$ cat config.mk
export PLATFORM = sky130hd
export DESIGN_NAME = duplex_pause_flow_control
export DESIGN_NICKNAME = d
export VERILOG_FILES = /design/src/duplex_pkg.sv /design/src/pause_frame_parser.sv /design/src/duplex_pause_flow_control.sv
export SDC_FILE = /design/constraint.sdc
export NUM_CORES = 1
export LEC_CHECK = 0
export ABC_AREA = 1
export BUFFER_PORTS_ARGS = -buffer_cell sky130_fd_sc_hd__buf_2
export CAP_MARGIN = 20
export CELL_PAD_IN_SITES_DETAIL_PLACEMENT = 1
export CELL_PAD_IN_SITES_GLOBAL_PLACEMENT = 1
export CORE_UTILIZATION = 47
export DETAILED_ROUTE_END_ITERATION = 10
export PLACE_DENSITY_LB_ADDON = 0.08
export SLEW_MARGIN = 5
export SYNTH_ARGS = -nofsm -noshare
export SYNTH_HDL_FRONTEND = slang
export SYNTH_SLANG_ARGS = --single-unit
$ cat constraint.sdc
create_clock -name ref_clk_i -period 3.3 [get_ports ref_clk_i]
set_input_delay 0.66 -clock ref_clk_i [delete_from_list [all_inputs] [get_ports ref_clk_i]]
set_output_delay 0.66 -clock ref_clk_i [all_outputs]
set_load 0.02 [all_outputs]
$ cat src/duplex_pkg.sv
package duplex_pkg;

  // clock and slot timing
  localparam int unsigned CLK_PERIOD_NS = 5;
  localparam int unsigned SLOT_BITS = 512;
  localparam int unsigned BIT_NS_100 = 10;
  localparam int unsigned BIT_NS_10 = 100;
  localparam int unsigned SLOT100_CYCLES =
    SLOT_BITS * BIT_NS_100 / CLK_PERIOD_NS;
  localparam int unsigned SLOT10_CYCLES =
    SLOT_BITS * BIT_NS_10 / CLK_PERIOD_NS;
  // cycles between two link pulse bursts while negotiating
  localparam int unsigned BURST_GAP_CYCLES = 64;

  // register byte addresses
  localparam logic [7:0] ADDR_BASIC_CONTROL = 8'h00;
  localparam logic [7:0] ADDR_ADVERT = 8'h04;
  localparam logic [7:0] ADDR_PARTNER = 8'h08;
  localparam logic [7:0] ADDR_STATUS = 8'h0c;
  localparam logic [7:0] ADDR_PAUSE = 8'h10;

  // basic control fields
  localparam int unsigned CTRL_DUPLEX_BIT = 8;
  localparam int unsigned CTRL_NEG_EN_BIT = 12;
  localparam int unsigned CTRL_SPEED_BIT = 13;
  localparam logic [15:0] CTRL_RESET = 16'h3100;

  // ability word fields
  localparam int unsigned ABIL_10HD = 5;
  localparam int unsigned ABIL_10FD = 6;
  localparam int unsigned ABIL_100HD = 7;
  localparam int unsigned ABIL_100FD = 8;
  localparam int unsigned ABIL_PAUSE = 10;
  localparam logic [15:0] ADVERT_RESET = 16'h05e1;

  // status fields
  localparam int unsigned STAT_NEG_DONE = 0;
  localparam int unsigned STAT_SPEED = 1;
  localparam int unsigned STAT_FULL = 2;
  localparam int unsigned STAT_FLOW_EN = 3;
  localparam int unsigned STAT_PAUSED = 4;
  localparam int unsigned STAT_NEG_RUN = 5;

  // control frame layout, byte positions from the first destination byte
  localparam logic [15:0] MAC_CTRL_TYPE = 16'h8808;
  localparam logic [15:0] PAUSE_OPCODE = 16'h0001;
  localparam logic [4:0] POS_TYPE_HI = 5'h0c;
  localparam logic [4:0] POS_PARAM_LO = 5'h11;
  localparam logic [4:0] POS_MAX = 5'h1f;

  typedef struct packed {
    logic cyc;
    logic stb;
    logic we;
    logic [3:0] sel;
    logic [7:0] adr;
    logic [31:0] dat;
  } wb_req_type;

  typedef struct packed {
    logic ack;
    logic [31:0] dat;
  } wb_rsp_type;

  typedef struct packed {
    logic valid;
    logic sof;
    logic eof;
    logic good;
    logic [7:0] data;
  } rx_byte_type;

  typedef struct packed {
    logic valid;
    logic [15:0] quanta;
  } pause_req_type;

  typedef enum logic [2:0] {
    NEG_OFF = 3'b001,
    NEG_RUN = 3'b010,
    NEG_DONE = 3'b100
  } neg_state_type;

endpackage

$ cat src/pause_frame_parser.sv
`timescale 1ns/1ps
module pause_frame_parser
  import duplex_pkg::*;
(
  input wire logic ref_clk_i,
  input wire logic rstn_i,
  input rx_byte_type rx_i,
  output pause_req_type req_o
);

  typedef struct packed {
    logic [4:0] pos;      // index of the next byte, saturating
    logic [47:0] hdr;     // type, opcode and parameter bytes in order
    pause_req_type req;   // one-cycle pause request
  } parse_type;

  parse_type q, d;
  logic [4:0] p;          // position of the byte now arriving

  // collect bytes 12..17 and judge the frame at its last byte
  always_comb begin
    d = q;
    d.req.valid = 1'b0;
    p = rx_i.sof ? 5'h00 : q.pos;
    if (rx_i.valid) begin
      // control frames are told apart only by the type field
      if (p >= POS_TYPE_HI && p <= POS_PARAM_LO) begin
        d.hdr = {q.hdr[39:0], rx_i.data};
      end
      d.pos = (p == POS_MAX) ? POS_MAX : p + 5'h01;
      if (rx_i.eof && rx_i.good && p > POS_PARAM_LO) begin
        // the last captured bytes sit in the low half of the shifter
        if (q.hdr[47:32] == MAC_CTRL_TYPE && q.hdr[31:16] == PAUSE_OPCODE) begin
          d.req.valid = 1'b1;
          d.req.quanta = q.hdr[15:0]; // unsigned slot count
        end
      end
    end
  end

  // state register
  always_ff @(posedge ref_clk_i or negedge rstn_i) begin
    if (!rstn_i) begin
      q <= '0;
    end else begin
      q <= d;
    end
  end

  assign req_o = q.req;

endmodule

$ cat src/duplex_pause_flow_control.sv
`timescale 1ns/1ps
// Overview of operation
// - full duplex: no collision, sense on receive
// - half duplex: no overlap, collision, sense both
// - control bit 12 turns negotiation on
// - bursts carry sixteen-bit advertised ability word
// - pick best common ability in fixed order
// - negotiate after reset or when enabled
// - negotiation off: speed, duplex from control
// - flow control only after full-duplex pause negotiation
// - control frame by type, pause opcode 0001h
// - pause length is unsigned two-octet slot count
// - timer loads, pauses, ends at zero
// - started transmission is never cut off
// - no new start after valid pause
// - zero pause ends pause state at once
module duplex_pause_flow_control
  import duplex_pkg::*;
#(
  parameter int unsigned SLOT10_CYCLES_P = SLOT10_CYCLES,
  parameter int unsigned BURST_GAP_P = BURST_GAP_CYCLES
) (
  input wire logic ref_clk_i,
  input wire logic rstn_i,
  input wb_req_type wb_i,
  output wb_rsp_type wb_o,
  input rx_byte_type rx_i,
  input wire logic phy_rx_active_i,
  input wire logic phy_tx_active_i,
  input wire logic phy_collision_i,
  input wire logic [15:0] partner_word_i,
  input wire logic partner_word_valid_i,
  output logic crs_o,
  output logic col_o,
  output logic tx_start_ok_o,
  output logic burst_start_o,
  output logic [15:0] burst_word_o,
  output logic speed100_o,
  output logic full_duplex_o,
  output logic paused_o
);

  typedef struct packed {
    logic [15:0] ctrl;        // transceiver_basic_control
    logic [15:0] advert;      // ability_advert_register
    logic [15:0] partner;     // partner_ability_config
    neg_state_type neg;       // negotiation state
    logic [15:0] gap_cnt;     // cycles since the last burst
    logic burst_start;        // one-cycle burst strobe
    logic [15:0] bword;       // word carried by the burst
    logic speed100;           // current speed
    logic full;               // current duplex
    logic flow_en;            // pause handling allowed
    logic paused;             // transmit held off
    logic [15:0] pause_cnt;   // remaining slot times
    logic [13:0] slot_cnt;    // cycles within the current slot
    logic crs;                // carrier sense
    logic col;                // collision
    logic tx_ok;              // a new frame may start
    logic ack;                // bus acknowledge
    logic [31:0] rdat;        // bus read data
  } st_type;

  st_type q, d;
  pause_req_type pr;          // request from the frame parser
  logic [2:0] res;            // {valid, speed100, full}
  logic [13:0] slot_limit;    // last cycle of a slot

  // frame decoder for received control frames
  pause_frame_parser u_parser (
    .ref_clk_i(ref_clk_i),
    .rstn_i(rstn_i),
    .rx_i(rx_i),
    .req_o(pr)
  );

  // best common mode, highest first
  function automatic logic [2:0] resolve(input logic [15:0] a,
                                         input logic [15:0] b);
    logic [15:0] c;
    c = a & b;
    if (c[ABIL_100FD]) resolve = 3'b111;
    else if (c[ABIL_100HD]) resolve = 3'b110;
    else if (c[ABIL_10FD]) resolve = 3'b101;
    else if (c[ABIL_10HD]) resolve = 3'b100;
    else resolve = 3'b000;
  endfunction

  // byte-lane merge of a sixteen-bit register write
  function automatic logic [15:0] wr16(input logic [15:0] old,
                                       input logic [31:0] dat,
                                       input logic [3:0] sel);
    wr16 = old;
    if (sel[0]) wr16[7:0] = dat[7:0];
    if (sel[1]) wr16[15:8] = dat[15:8];
  endfunction

  // slot length follows the speed in use
  assign slot_limit = q.speed100 ? 14'(SLOT100_CYCLES - 1)
                                 : 14'(SLOT10_CYCLES_P - 1);
  assign res = resolve(q.advert, partner_word_i);

  // next-state logic for bus, negotiation, pause and carrier
  always_comb begin
    d = q;
    d.ack = 1'b0;
    d.burst_start = 1'b0;

    // wishbone slave, one wait state, ack for one cycle
    if (wb_i.cyc && wb_i.stb && !q.ack) begin
      d.ack = 1'b1;
      d.rdat = 32'h00000000;
      unique case (wb_i.adr)
        ADDR_BASIC_CONTROL: begin
          d.rdat[15:0] = q.ctrl;
          if (wb_i.we) d.ctrl = wr16(q.ctrl, wb_i.dat, wb_i.sel);
        end
        ADDR_ADVERT: begin
          d.rdat[15:0] = q.advert;
          if (wb_i.we) d.advert = wr16(q.advert, wb_i.dat, wb_i.sel);
        end
        ADDR_PARTNER: begin
          d.rdat[15:0] = q.partner;
        end
        ADDR_STATUS: begin
          d.rdat[STAT_NEG_DONE] = (q.neg == NEG_DONE);
          d.rdat[STAT_SPEED] = q.speed100;
          d.rdat[STAT_FULL] = q.full;
          d.rdat[STAT_FLOW_EN] = q.flow_en;
          d.rdat[STAT_PAUSED] = q.paused;
          d.rdat[STAT_NEG_RUN] = (q.neg == NEG_RUN);
        end
        ADDR_PAUSE: begin
          d.rdat[15:0] = q.pause_cnt;
        end
        default: begin
          // unmapped: acknowledged, reads zero, writes dropped
        end
      endcase
    end

    // negotiation sequencer, steered by the enable bit
    unique case (q.neg)
      NEG_OFF: begin
        // manual speed and duplex while negotiation is off
        d.speed100 = q.ctrl[CTRL_SPEED_BIT];
        d.full = q.ctrl[CTRL_DUPLEX_BIT];
        if (q.ctrl[CTRL_NEG_EN_BIT]) begin
          d.neg = NEG_RUN;
          d.gap_cnt = 16'h0000;
          d.burst_start = 1'b1;
          d.bword = q.advert;
        end
      end
      NEG_RUN: begin
        if (!q.ctrl[CTRL_NEG_EN_BIT]) begin
          d.neg = NEG_OFF;
        end else begin
          // repeat bursts until the partner answers with a common mode
          if (q.gap_cnt == 16'(BURST_GAP_P - 1)) begin
            d.gap_cnt = 16'h0000;
            d.burst_start = 1'b1;
            d.bword = q.advert;
          end else begin
            d.gap_cnt = q.gap_cnt + 16'h0001;
          end
          if (partner_word_valid_i) begin
            d.partner = partner_word_i;
            if (res[2]) begin
              d.neg = NEG_DONE;
              d.speed100 = res[1];
              d.full = res[0];
            end
          end
        end
      end
      NEG_DONE: begin
        if (!q.ctrl[CTRL_NEG_EN_BIT]) d.neg = NEG_OFF;
      end
    endcase

    // pause only after full-duplex pause negotiation
    d.flow_en = (q.neg == NEG_DONE) && q.full &&
                q.advert[ABIL_PAUSE] && q.partner[ABIL_PAUSE];

    // count slots down while paused
    if (q.paused) begin
      if (q.slot_cnt == slot_limit) begin
        d.slot_cnt = 14'h0000;
        d.pause_cnt = q.pause_cnt - 16'h0001;
        if (q.pause_cnt == 16'h0001) d.paused = 1'b0;
      end else begin
        d.slot_cnt = q.slot_cnt + 14'h0001;
      end
    end

    // a new request overrides the running count
    if (!q.flow_en || !q.full) begin
      d.paused = 1'b0; // requests fall through unused
      d.pause_cnt = 16'h0000;
    end else if (pr.valid) begin
      if (pr.quanta == 16'h0000) begin
        d.paused = 1'b0;
        d.pause_cnt = 16'h0000;
      end else begin
        d.paused = 1'b1;
        d.pause_cnt = pr.quanta;
        d.slot_cnt = 14'h0000;
      end
    end

    // carrier and collision by duplex
    if (q.full) begin
      d.crs = phy_rx_active_i;
      d.col = 1'b0;
    end else begin
      d.crs = phy_rx_active_i || phy_tx_active_i;
      // a line collision or our own overlap both count
      d.col = phy_collision_i ||
              (phy_rx_active_i && phy_tx_active_i);
    end

    // gates only the start, a frame under way runs on
    // next pause state is used so the hold-off is immediate
    d.tx_ok = !d.paused && (q.full || !phy_rx_active_i);
  end

  // state register
  always_ff @(posedge ref_clk_i or negedge rstn_i) begin
    if (!rstn_i) begin
      q <= '0;
      q.ctrl <= CTRL_RESET;
      q.advert <= ADVERT_RESET;
      q.neg <= NEG_OFF;
    end else begin
      q <= d;
    end
  end

  // outputs straight from the state register
  assign wb_o.ack = q.ack;
  assign wb_o.dat = q.rdat;
  assign crs_o = q.crs;
  assign col_o = q.col;
  assign tx_start_ok_o = q.tx_ok;
  assign burst_start_o = q.burst_start;
  assign burst_word_o = q.bword;
  assign speed100_o = q.speed100;
  assign full_duplex_o = q.full;
  assign paused_o = q.paused;

  // checks on the behaviour above
  AST_FD_NO_COL: assert property (
    @(posedge ref_clk_i) disable iff (!rstn_i)
    q.full |=> !q.col)
    else $error("collision shown in full duplex");
  AST_FD_CRS: assert property (
    @(posedge ref_clk_i) disable iff (!rstn_i)
    q.full |=> (q.crs == $past(phy_rx_active_i)))
    else $error("full duplex carrier not tied to receive");
  AST_HD_CRS: assert property (
    @(posedge ref_clk_i) disable iff (!rstn_i)
    !q.full && (phy_tx_active_i || phy_rx_active_i) |=> q.crs)
    else $error("half duplex carrier missing");
  AST_HD_COL: assert property (
    @(posedge ref_clk_i) disable iff (!rstn_i)
    !q.full && phy_rx_active_i && phy_tx_active_i |=> q.col)
    else $error("half duplex overlap not shown as collision");
  AST_HD_NO_OVERLAP: assert property (
    @(posedge ref_clk_i) disable iff (!rstn_i)
    !q.full && phy_rx_active_i |=> !q.tx_ok)
    else $error("start allowed while receiving in half duplex");
  AST_NEG_START: assert property (
    @(posedge ref_clk_i) disable iff (!rstn_i)
    (q.neg == NEG_OFF) && q.ctrl[CTRL_NEG_EN_BIT] |=>
      q.burst_start && (q.neg == NEG_RUN))
    else $error("negotiation did not start");
  AST_BURST_WORD: assert property (
    @(posedge ref_clk_i) disable iff (!rstn_i)
    $rose(q.burst_start) |-> (q.bword == $past(q.advert)))
    else $error("burst word differs from advertisement");
  AST_MANUAL: assert property (
    @(posedge ref_clk_i) disable iff (!rstn_i)
    (q.neg == NEG_OFF) |=>
      (q.speed100 == $past(q.ctrl[CTRL_SPEED_BIT])) &&
      (q.full == $past(q.ctrl[CTRL_DUPLEX_BIT])))
    else $error("manual speed or duplex not applied");
  AST_RESOLVE: assert property (
    @(posedge ref_clk_i) disable iff (!rstn_i)
    (q.neg == NEG_RUN) && q.ctrl[CTRL_NEG_EN_BIT] &&
      partner_word_valid_i && q.advert[ABIL_100FD] &&
      partner_word_i[ABIL_100FD] |=> q.speed100 && q.full)
    else $error("best common mode not chosen");
  AST_FLOW_EN: assert property (
    @(posedge ref_clk_i) disable iff (!rstn_i)
    q.flow_en |-> $past(q.neg == NEG_DONE) && $past(q.full))
    else $error("flow control enabled without full duplex negotiation");
  AST_PAUSE_LOAD: assert property (
    @(posedge ref_clk_i) disable iff (!rstn_i)
    pr.valid && q.flow_en && q.full && (pr.quanta != 16'h0000) |=>
      q.paused && !q.tx_ok && (q.pause_cnt == $past(pr.quanta)))
    else $error("pause request not taken at once");
  AST_PAUSE_ZERO: assert property (
    @(posedge ref_clk_i) disable iff (!rstn_i)
    pr.valid && q.flow_en && q.full && (pr.quanta == 16'h0000) |=>
      !q.paused)
    else $error("zero pause did not release");
  AST_PAUSE_HOLD: assert property (
    @(posedge ref_clk_i) disable iff (!rstn_i)
    q.paused && q.flow_en && q.full && !pr.valid &&
      (q.pause_cnt > 16'h0001) |=> q.paused)
    else $error("pause left before the count ran out");
  AST_PAUSE_END: assert property (
    @(posedge ref_clk_i) disable iff (!rstn_i)
    q.paused && q.flow_en && q.full && !pr.valid &&
      (q.pause_cnt == 16'h0001) && (q.slot_cnt == slot_limit) |=>
      !q.paused && q.tx_ok)
    else $error("pause not left when the count ran out");
  AST_SLOT_TICK: assert property (
    @(posedge ref_clk_i) disable iff (!rstn_i)
    q.paused && q.flow_en && q.full && !pr.valid &&
      (q.slot_cnt == slot_limit) |=>
      (q.pause_cnt == $past(q.pause_cnt) - 16'h0001))
    else $error("pause count did not step at slot end");
  AST_IGNORE: assert property (
    @(posedge ref_clk_i) disable iff (!rstn_i)
    pr.valid && !q.flow_en |=> !q.paused)
    else $error("pause taken without flow control");
  AST_WB_ACK: assert property (
    @(posedge ref_clk_i) disable iff (!rstn_i)
    wb_i.cyc && wb_i.stb && !q.ack |=> q.ack ##1 !q.ack)
    else $error("bus acknowledge not one cycle");

endmodule

; Word level (Yosys, flattened, before mapping)
; Index checks and enable logic that the tools add are counted.
[word_totals]
regBits = 208
inputBits = 81
out_inout_bits = 56
elab_cells = 125
[op_classes]
n_addsub = 4
n_lt_le_gt_ge = 3
n_eq_ne = 21
muxes = 35
bitwise_logic = 1
reduce_logical = 37
[op_table]
columns = cell, count
row1 = 17-bit 2-to-1 mux, 7
row2 = 35-bit case mux with 2 select lines, 1
row3 = 31-bit 2-to-1 mux, 2
row4 = 14-bit 2-to-1 mux, 4
row5 = 10-bit case mux with 4 select lines, 1
row6 = 36-bit 2-to-1 mux, 1
row7 = 35-bit 2-to-1 mux, 1
row8 = 33-bit 2-to-1 mux, 1
row9 = 16-bit by 1-bit == test with 1-bit output (second input constant), 2
row10 = 6-bit case mux with 5 select lines, 1
row11 = 4-bit AND reduction, 7
row12 = 3-bit 2-to-1 mux, 8
row13 = 16-bit by 1-bit adder with 16-bit output (second input constant), 1
row14 = 16-bit == test (second input constant), 1
row15 = 16-bit by 6-bit == test with 1-bit output (second input constant), 1
row16 = 8-bit by 4-bit == test with 1-bit output (second input constant), 2
row17 = 16-bit logical NOT, 1
row18 = 16-bit 2-to-1 mux, 1
row19 = 16-bit by 1-bit subtractor with 16-bit output (second input constant), 1
row20 = 14-bit by 1-bit adder with 14-bit output (second input constant), 1
row21 = 14-bit == test, 1
row22 = 1-bit logical AND, 11
row23 = 5-bit 2-to-1 mux, 2
row24 = 2-bit inequality test (second input constant), 5
row25 = 23 further kinds, 37

; Depth between registers and ports, before layout
[logic_depth]
word_depth = 9
mapped_depth = 12
ltp_nobuf = 11

; Hierarchy
; From an unflattened synthesis, not the netlist that was laid out.
[unflattened]
hier_cells = 1385
hier_area_um2 = 10926.7
[modules_own_cells]
columns = mod, instances, cells_each, area_each_um2, seq_area_each_um2
row1 = duplex_pause_flow_control, 1, 1020, 7742.4, 3465.8
row2 = pause_frame_parser, 1, 365, 3184.3, 1751.7

; Worst setup path after synthesis
; Ideal clock, no wire load.
[synth_path]
path_kind = input -> register
startpoint = input rx_i[10] (netlist bit)
endpoint = register u_parser.q (netlist bit u_parser.req_o[12])
setup_ns = 0.116
arrival_time_ns = 1.795
required_time_ns = 3.184
path_slack_ns = 1.389
cell_stages = 11
n_path_buf = 1
path_cell_list = nor2_1 -> inv_1 -> ha_1 -> o21bai_1 -> nand2_1 -> nand2_1 -> inv_2 -> nand2_2 -> buf_2 -> nand2_1 -> nand2_1
[synth_between]
elab_chain_len = 4
[synth_lines]
columns = item, line_no
row1 = from (decl), duplex_pause_flow_control.sv:27  ; input rx_byte_type rx_i,
row2 = 5-bit 2-to-1 mux, pause_frame_parser.sv:24  ; p = rx_i.sof ? 5'h00 : q.pos;
row3 = 5-bit > comparator, pause_frame_parser.sv:31  ; if (rx_i.eof && rx_i.good && p > POS_PARAM_LO) begin
row4 = 1-bit logical AND, pause_frame_parser.sv:31
row5 = 3-bit AND reduction (no source line), --
row6 = to (signal assigned), pause_frame_parser.sv:44  ; q <= '0;
row7 = to (signal assigned), pause_frame_parser.sv:46  ; q <= d;
row8 = to (decl), pause_frame_parser.sv:17  ; parse_type q, d;
; Every way passes these cells.
; A chain may end at the register's enable or synchronous reset.

; Final worst setup path
[layout_path]
startpoint = register q[37] (netlist bit)
endpoint = register q[53] (netlist bit)
[layout_between]
elab_chain_len = 3
[layout_lines]
columns = item, line_no
row1 = from (decl), duplex_pause_flow_control.sv:64  ; st_type q, d;
row2 = 14-bit == test, duplex_pause_flow_control.sv:188  ; if (q.slot_cnt == slot_limit) begin
row3 = 3-bit nonzero test (no source line), --
row4 = 2-bit AND reduction (no source line), --
; Every way passes these cells.

==> report_table.html <==
<table>
<tr><th>Metric</th><th>Value</th></tr>
<tr><th colspan="2">Critical path</th></tr>
<tr><td>Worst r2r src</td><td>q[37]$_DFF_PN0_</td></tr>
<tr><td>Slowest-stage cell, CP</td><td>sky130_fd_sc_hd__nor2_2</td></tr>
<tr><td>Crit-path leading delay family</td><td>simple AND/OR/NAND/NOR gates</td></tr>
<tr><td>Path depth of the worst reg2reg path</td><td>9</td></tr>
<tr><td>Cells along the critical path</td><td>ha_1 &gt; nand3_1 &gt; nor2_1 &gt; nand3_1 &gt; nor2_2 &gt; nor2_4 &gt; nor2_1 &gt; nand2_1 &gt; nand2_1</td></tr>
<tr><td>Setup slack, reg-to-reg</td><td>1.13 ns</td></tr>
<tr><td>RR Endpoint</td><td>q[53]$_DFFE_PN0P_</td></tr>
<tr><td>Worst path bufs/invs</td><td>0</td></tr>
<tr><td>Type of the worst setup path</td><td>reg -&gt; reg</td></tr>
<tr><td>Critical Path AT</td><td>2.62 ns</td></tr>
<tr><td>Largest incremental delay on the critical path</td><td>0.49 ns</td></tr>
<tr><td>Required time at the worst-slack endpoint</td><td>3.75 ns</td></tr>
<tr><td>Max Fanout on Critical Path</td><td>18</td></tr>
<tr><td>Nature of the critical path startpoint</td><td>flop</td></tr>
<tr><td>Endpoint class of the critical path</td><td>flop</td></tr>
<tr><th colspan="2">Logic synthesis</th></tr>
<tr><td>Portion of synthesized cell area occupied by the leading cell type</td><td>0.4564</td></tr>
<tr><td>Flop and latch count out of synthesis</td><td>208</td></tr>
<tr><td>Cell with the most instances after synthesis</td><td>sky130_fd_sc_hd__nand2_1</td></tr>
<tr><td>Cell types with the highest counts after synthesis</td><td>sky130_fd_sc_hd__nand2_1, sky130_fd_sc_hd__dfrtp_1, sky130_fd_sc_hd__inv_1</td></tr>
<tr><td>Number of enable flip-flop cells after synthesis</td><td>0</td></tr>
<tr><td>Sequential fraction of the synthesis area</td><td>0.4806</td></tr>
<tr><td>Dominant cells by area after synthesis</td><td>sky130_fd_sc_hd__dfrtp_1, sky130_fd_sc_hd__nand2_1, sky130_fd_sc_hd__inv_1</td></tr>
<tr><td>Gate count of the mapped netlist</td><td>1379</td></tr>
<tr><td>Number of unique standard cell types used by synthesis</td><td>37</td></tr>
<tr><td>Mean cell area of the mapped netlist</td><td>7.873 sq um</td></tr>
<tr><td>Post-synth top area cell</td><td>sky130_fd_sc_hd__dfrtp_1</td></tr>
<tr><td>Commonest register cell after synthesis</td><td>sky130_fd_sc_hd__dfrtp_1</td></tr>
<tr><td>Area of the mapped netlist</td><td>10860 sq um</td></tr>
<tr><td>Count of warnings emitted by yosys</td><td>0</td></tr>
<tr><td>Share of flip-flops with an asynchronous set or reset after synthesis</td><td>1.000</td></tr>
<tr><th colspan="2">GRT</th></tr>
<tr><td>All-layer global routing usage</td><td>0.2485</td></tr>
<tr><td>GRT met1 Usage</td><td>0.3261</td></tr>
<tr><td>Maximum number of pins on one net before global-route repair</td><td>97</td></tr>
<tr><td>Antenna violations before repair</td><td>0</td></tr>
<tr><td>Global routing usage on met2</td><td>0.4372</td></tr>
<tr><td>Number of global-route vias before repair</td><td>9212</td></tr>
<tr><td>Global-route wire length before repair</td><td>47.14 mm</td></tr>
<tr><td>Peak-usage layer in the global routing report</td><td>met2</td></tr>
<tr><td>Overall overflow remaining after global route</td><td>0</td></tr>
<tr><td>M3 GR Usage</td><td>0.03213</td></tr>
<tr><th colspan="2">Floorplan</th></tr>
<tr><td>Floorplan die width</td><td>154.0 um</td></tr>
<tr><td>Area of the core region</td><td>22640 sq um</td></tr>
<tr><td>Die outline area</td><td>23710 sq um</td></tr>
<tr><td>Top Ports</td><td>137</td></tr>
<tr><td>Initial standard-cell utilization of the core</td><td>0.4795</td></tr>
<tr><td>Die Ht</td><td>154.0 um</td></tr>
<tr><td>Std cell rows</td><td>55</td></tr>
<tr><th colspan="2">Clocking</th></tr>
<tr><td>CTS tree</td><td>built</td></tr>
<tr><td>Insertion delay of the later-clocked pin in the worst-skew pair</td><td>0.53 ns</td></tr>
<tr><td>CTS clock-pin slew for the worst setup and hold paths</td><td>0.06 ns</td></tr>
<tr><td>Clock Tree Root</td><td>sky130_fd_sc_hd__clkbuf_16</td></tr>
<tr><td>H-tree lvl count</td><td>1</td></tr>
<tr><td>Number of buffers inserted by hold repair at cts</td><td>0</td></tr>
<tr><td>Buffers inserted by post-CTS timing repair</td><td>0</td></tr>
<tr><td>Resized Gates After CTS</td><td>0</td></tr>
<tr><td>CTS buffer count</td><td>25</td></tr>
<tr><td>Sink count of the clock tree</td><td>208</td></tr>
<tr><td>Buffer levels on the longest clock path</td><td>3</td></tr>
<tr><th colspan="2">Timing</th></tr>
<tr><td>Time the worst path needs with I/O delays and setup</td><td>2.165 ns</td></tr>
<tr><td>Max Clock Freq</td><td>0.4619 GHz</td></tr>
<tr><td>Worst slew pin tran</td><td>0.7397 ns</td></tr>
<tr><td>Unrepaired setup endpoints after global routing</td><td>no</td></tr>
<tr><td>Headroom to the max-slew limit</td><td>0.5052</td></tr>
<tr><td>Final-layout setup total negative slack</td><td>0 ns</td></tr>
<tr><td>Period utilization</td><td>0.6561</td></tr>
<tr><td>Final count of pins violating max slew</td><td>0</td></tr>
<tr><td>Fin Hold WS</td><td>0.02751 ns</td></tr>
<tr><td>Final Setup Violations</td><td>0</td></tr>
<tr><td>Setup skew after layout</td><td>0.01833 ns</td></tr>
<tr><td>Final hold violation count</td><td>0</td></tr>
<tr><th colspan="2">Detailed routing</th></tr>
<tr><td>Number of remaining DRC errors</td><td>0</td></tr>
<tr><td>Average wire length per cell after detail routing</td><td>16.35 um</td></tr>
<tr><td>Violation count after the first detailed-routing iteration</td><td>381</td></tr>
<tr><td>Count of TritonRoute iterations in the first routing pass</td><td>4</td></tr>
<tr><td>Via total after detailed routing</td><td>9000</td></tr>
<tr><td>Detailed-route wire length</td><td>28.53 mm</td></tr>
<tr><td>Via count normalized by instance count</td><td>5.158</td></tr>
<tr><td>Antenna-violating nets left</td><td>0</td></tr>
<tr><th colspan="2">Pwr</th></tr>
<tr><td>Sum of internal, switching and leakage power</td><td>6410 uW</td></tr>
<tr><td>Static Leakage</td><td>0.006274 uW</td></tr>
<tr><td>Worst IR Drop VDD</td><td>0.4756 mV</td></tr>
<tr><td>Pwr/cell area</td><td>532.3 nW/um^2</td></tr>
<tr><th colspan="2">Worst hold path</th></tr>
<tr><td>Type of the most critical hold path</td><td>in -&gt; async</td></tr>
<tr><th colspan="2">Status</th></tr>
<tr><td>Result of the run</td><td>complete, no violations</td></tr>
<tr><th colspan="2">Placement</th></tr>
<tr><td>Estimated wirelength of the detail-placed design</td><td>20.63 mm</td></tr>
<tr><td>Placer congestion estimate</td><td>0.8347</td></tr>
<tr><td>Buffers added on ports</td><td>102</td></tr>
<tr><td>Post-Place Cells</td><td>1699</td></tr>
<tr><th colspan="2">Cells and area</th></tr>
<tr><td>Fraction of the core area covered by cells at the end of the flow</td><td>0.5319</td></tr>
<tr><td>Fillers</td><td>2834</td></tr>
<tr><td>Antenna diode count</td><td>0</td></tr>
<tr><td>Number of nets in the final layout</td><td>1528</td></tr>
<tr><td>Share of post-route cells with drive strength above 1</td><td>0.1630</td></tr>
<tr><td>Non-Filler Instances</td><td>1745</td></tr>
<tr><td>Layout-stage area growth over the synthesis result</td><td>10.93%</td></tr>
<tr><th colspan="2">Job</th></tr>
<tr><td>Total of max-cap violations</td><td>0</td></tr>
</table>
[cells in the final DEF, fill, tap and decap left out, drive strengths merged, types with 14 or more instances in the layout]
master	count
a21oi	23
buf	110
clkbuf	37
conb	16
dfrtp	198
inv	171
nand2	429
nand3	105
nand4	23
nor2	114
o21ai	153
xor2	14
[layout make-up]
| class | count | area [sq um] | area share |
|---|---|---|---|
| clock buffer | 36 | 737.0 | 0.06119 |
| clock inverter | 10 | 56.30 | 0.004675 |
| inverter | 173 | 650.6 | 0.05403 |
| multi-input combinational | 922 | 4400 | 0.3654 |
| sequential | 208 | 5218 | 0.4332 |
| tap | 285 | 356.6 | 0.02961 |
| timing repair buffer | 111 | 624.3 | 0.05184 |
[worst register-to-register path: stages (launching register included)]
cell and delay (ns):
sky130_fd_sc_hd__dfrtp_1 0.41, sky130_fd_sc_hd__ha_1 0.22, sky130_fd_sc_hd__nand3_1 0.10, sky130_fd_sc_hd__nor2_1 0.18
sky130_fd_sc_hd__nand3_1 0.13, sky130_fd_sc_hd__nor2_2 0.49, sky130_fd_sc_hd__nor2_4 0.22, sky130_fd_sc_hd__nor2_1 0.22
sky130_fd_sc_hd__nand2_1 0.08, sky130_fd_sc_hd__nand2_1 0.06
[registers in the layout, summed over array words and instances, names as in the netlist]
name	flops
burst_word_o	16
u_parser.q	53
col_o	1
q	98
speed100_o	1
full_duplex_o	1
tx_start_ok_o	1
crs_o	1
burst_start_o	1
u_parser.req_o	17
wb_o	17
paused_o	1
[logic make-up (layout without fill, tap and decap cells)]
family                   Yosys count  in the layout  synth area share
AO/OA/AOI/OAI                    189            189            0.1004
AND/OR/NAND/NOR                  692            692            0.2772
other                              1             16         0.0003454
XOR/XNOR                          19             19           0.01533
buffers and inverters            264            330            0.1193
adder cells (fa/ha/maj)            6              6          0.006915
flip-flops                       208            208            0.4806
[routing by layer]
metal / part of all wire / vias up
met1: 0.45 / 4403
met4: 0.018 / 0
li1: - / 4410
met5: 0 / -
met2: 0.50 / 151
met3: 0.032 / 36
[worst max-delay path by stage]
| stage | startpoint | to | depth (start not counted) |
|---|---|---|---|
| after floorplan | rx_i[10] | u_parser.req_o[12]$_DFFE_PN0P_ | 11 |
| after global placement | wb_i[37] | wb_o[12]$_DFFE_PN0P_ | 8 |
| after detailed placement | wb_i[37] | wb_o[12]$_DFFE_PN0P_ | 8 |
| after CTS | q[36]$_DFF_PN0_ | q[53]$_DFFE_PN0P_ | 9 |
| after global routing | q[103]$_DFFE_PN1P_ | q[89]$_DFFE_PN0P_ | 7 |
| final | q[37]$_DFF_PN0_ | q[53]$_DFFE_PN0P_ | 9 |
[through the flow]
stage | area (sq um) | worst slack (ns)
after detailed placement | 11250 | 0.8194
after floorplan | 10910 | 1.389
after CTS | 12040 | 1.129
after global routing | 12040 | 0.9778
after global placement | 11250 | 0.8455
final | 12040 | 1.135
[power breakdown]
group | switching, uW | leakage [uW] | internal, uW
clock | 1090 | 0.000399 | 1550
sequential | 201 | 0.00278 | 2850
combinational | 469 | 0.00310 | 260
total | 1760 | 0.00627 | 4650
Note: power is estimated with default switching activity, not from simulation.
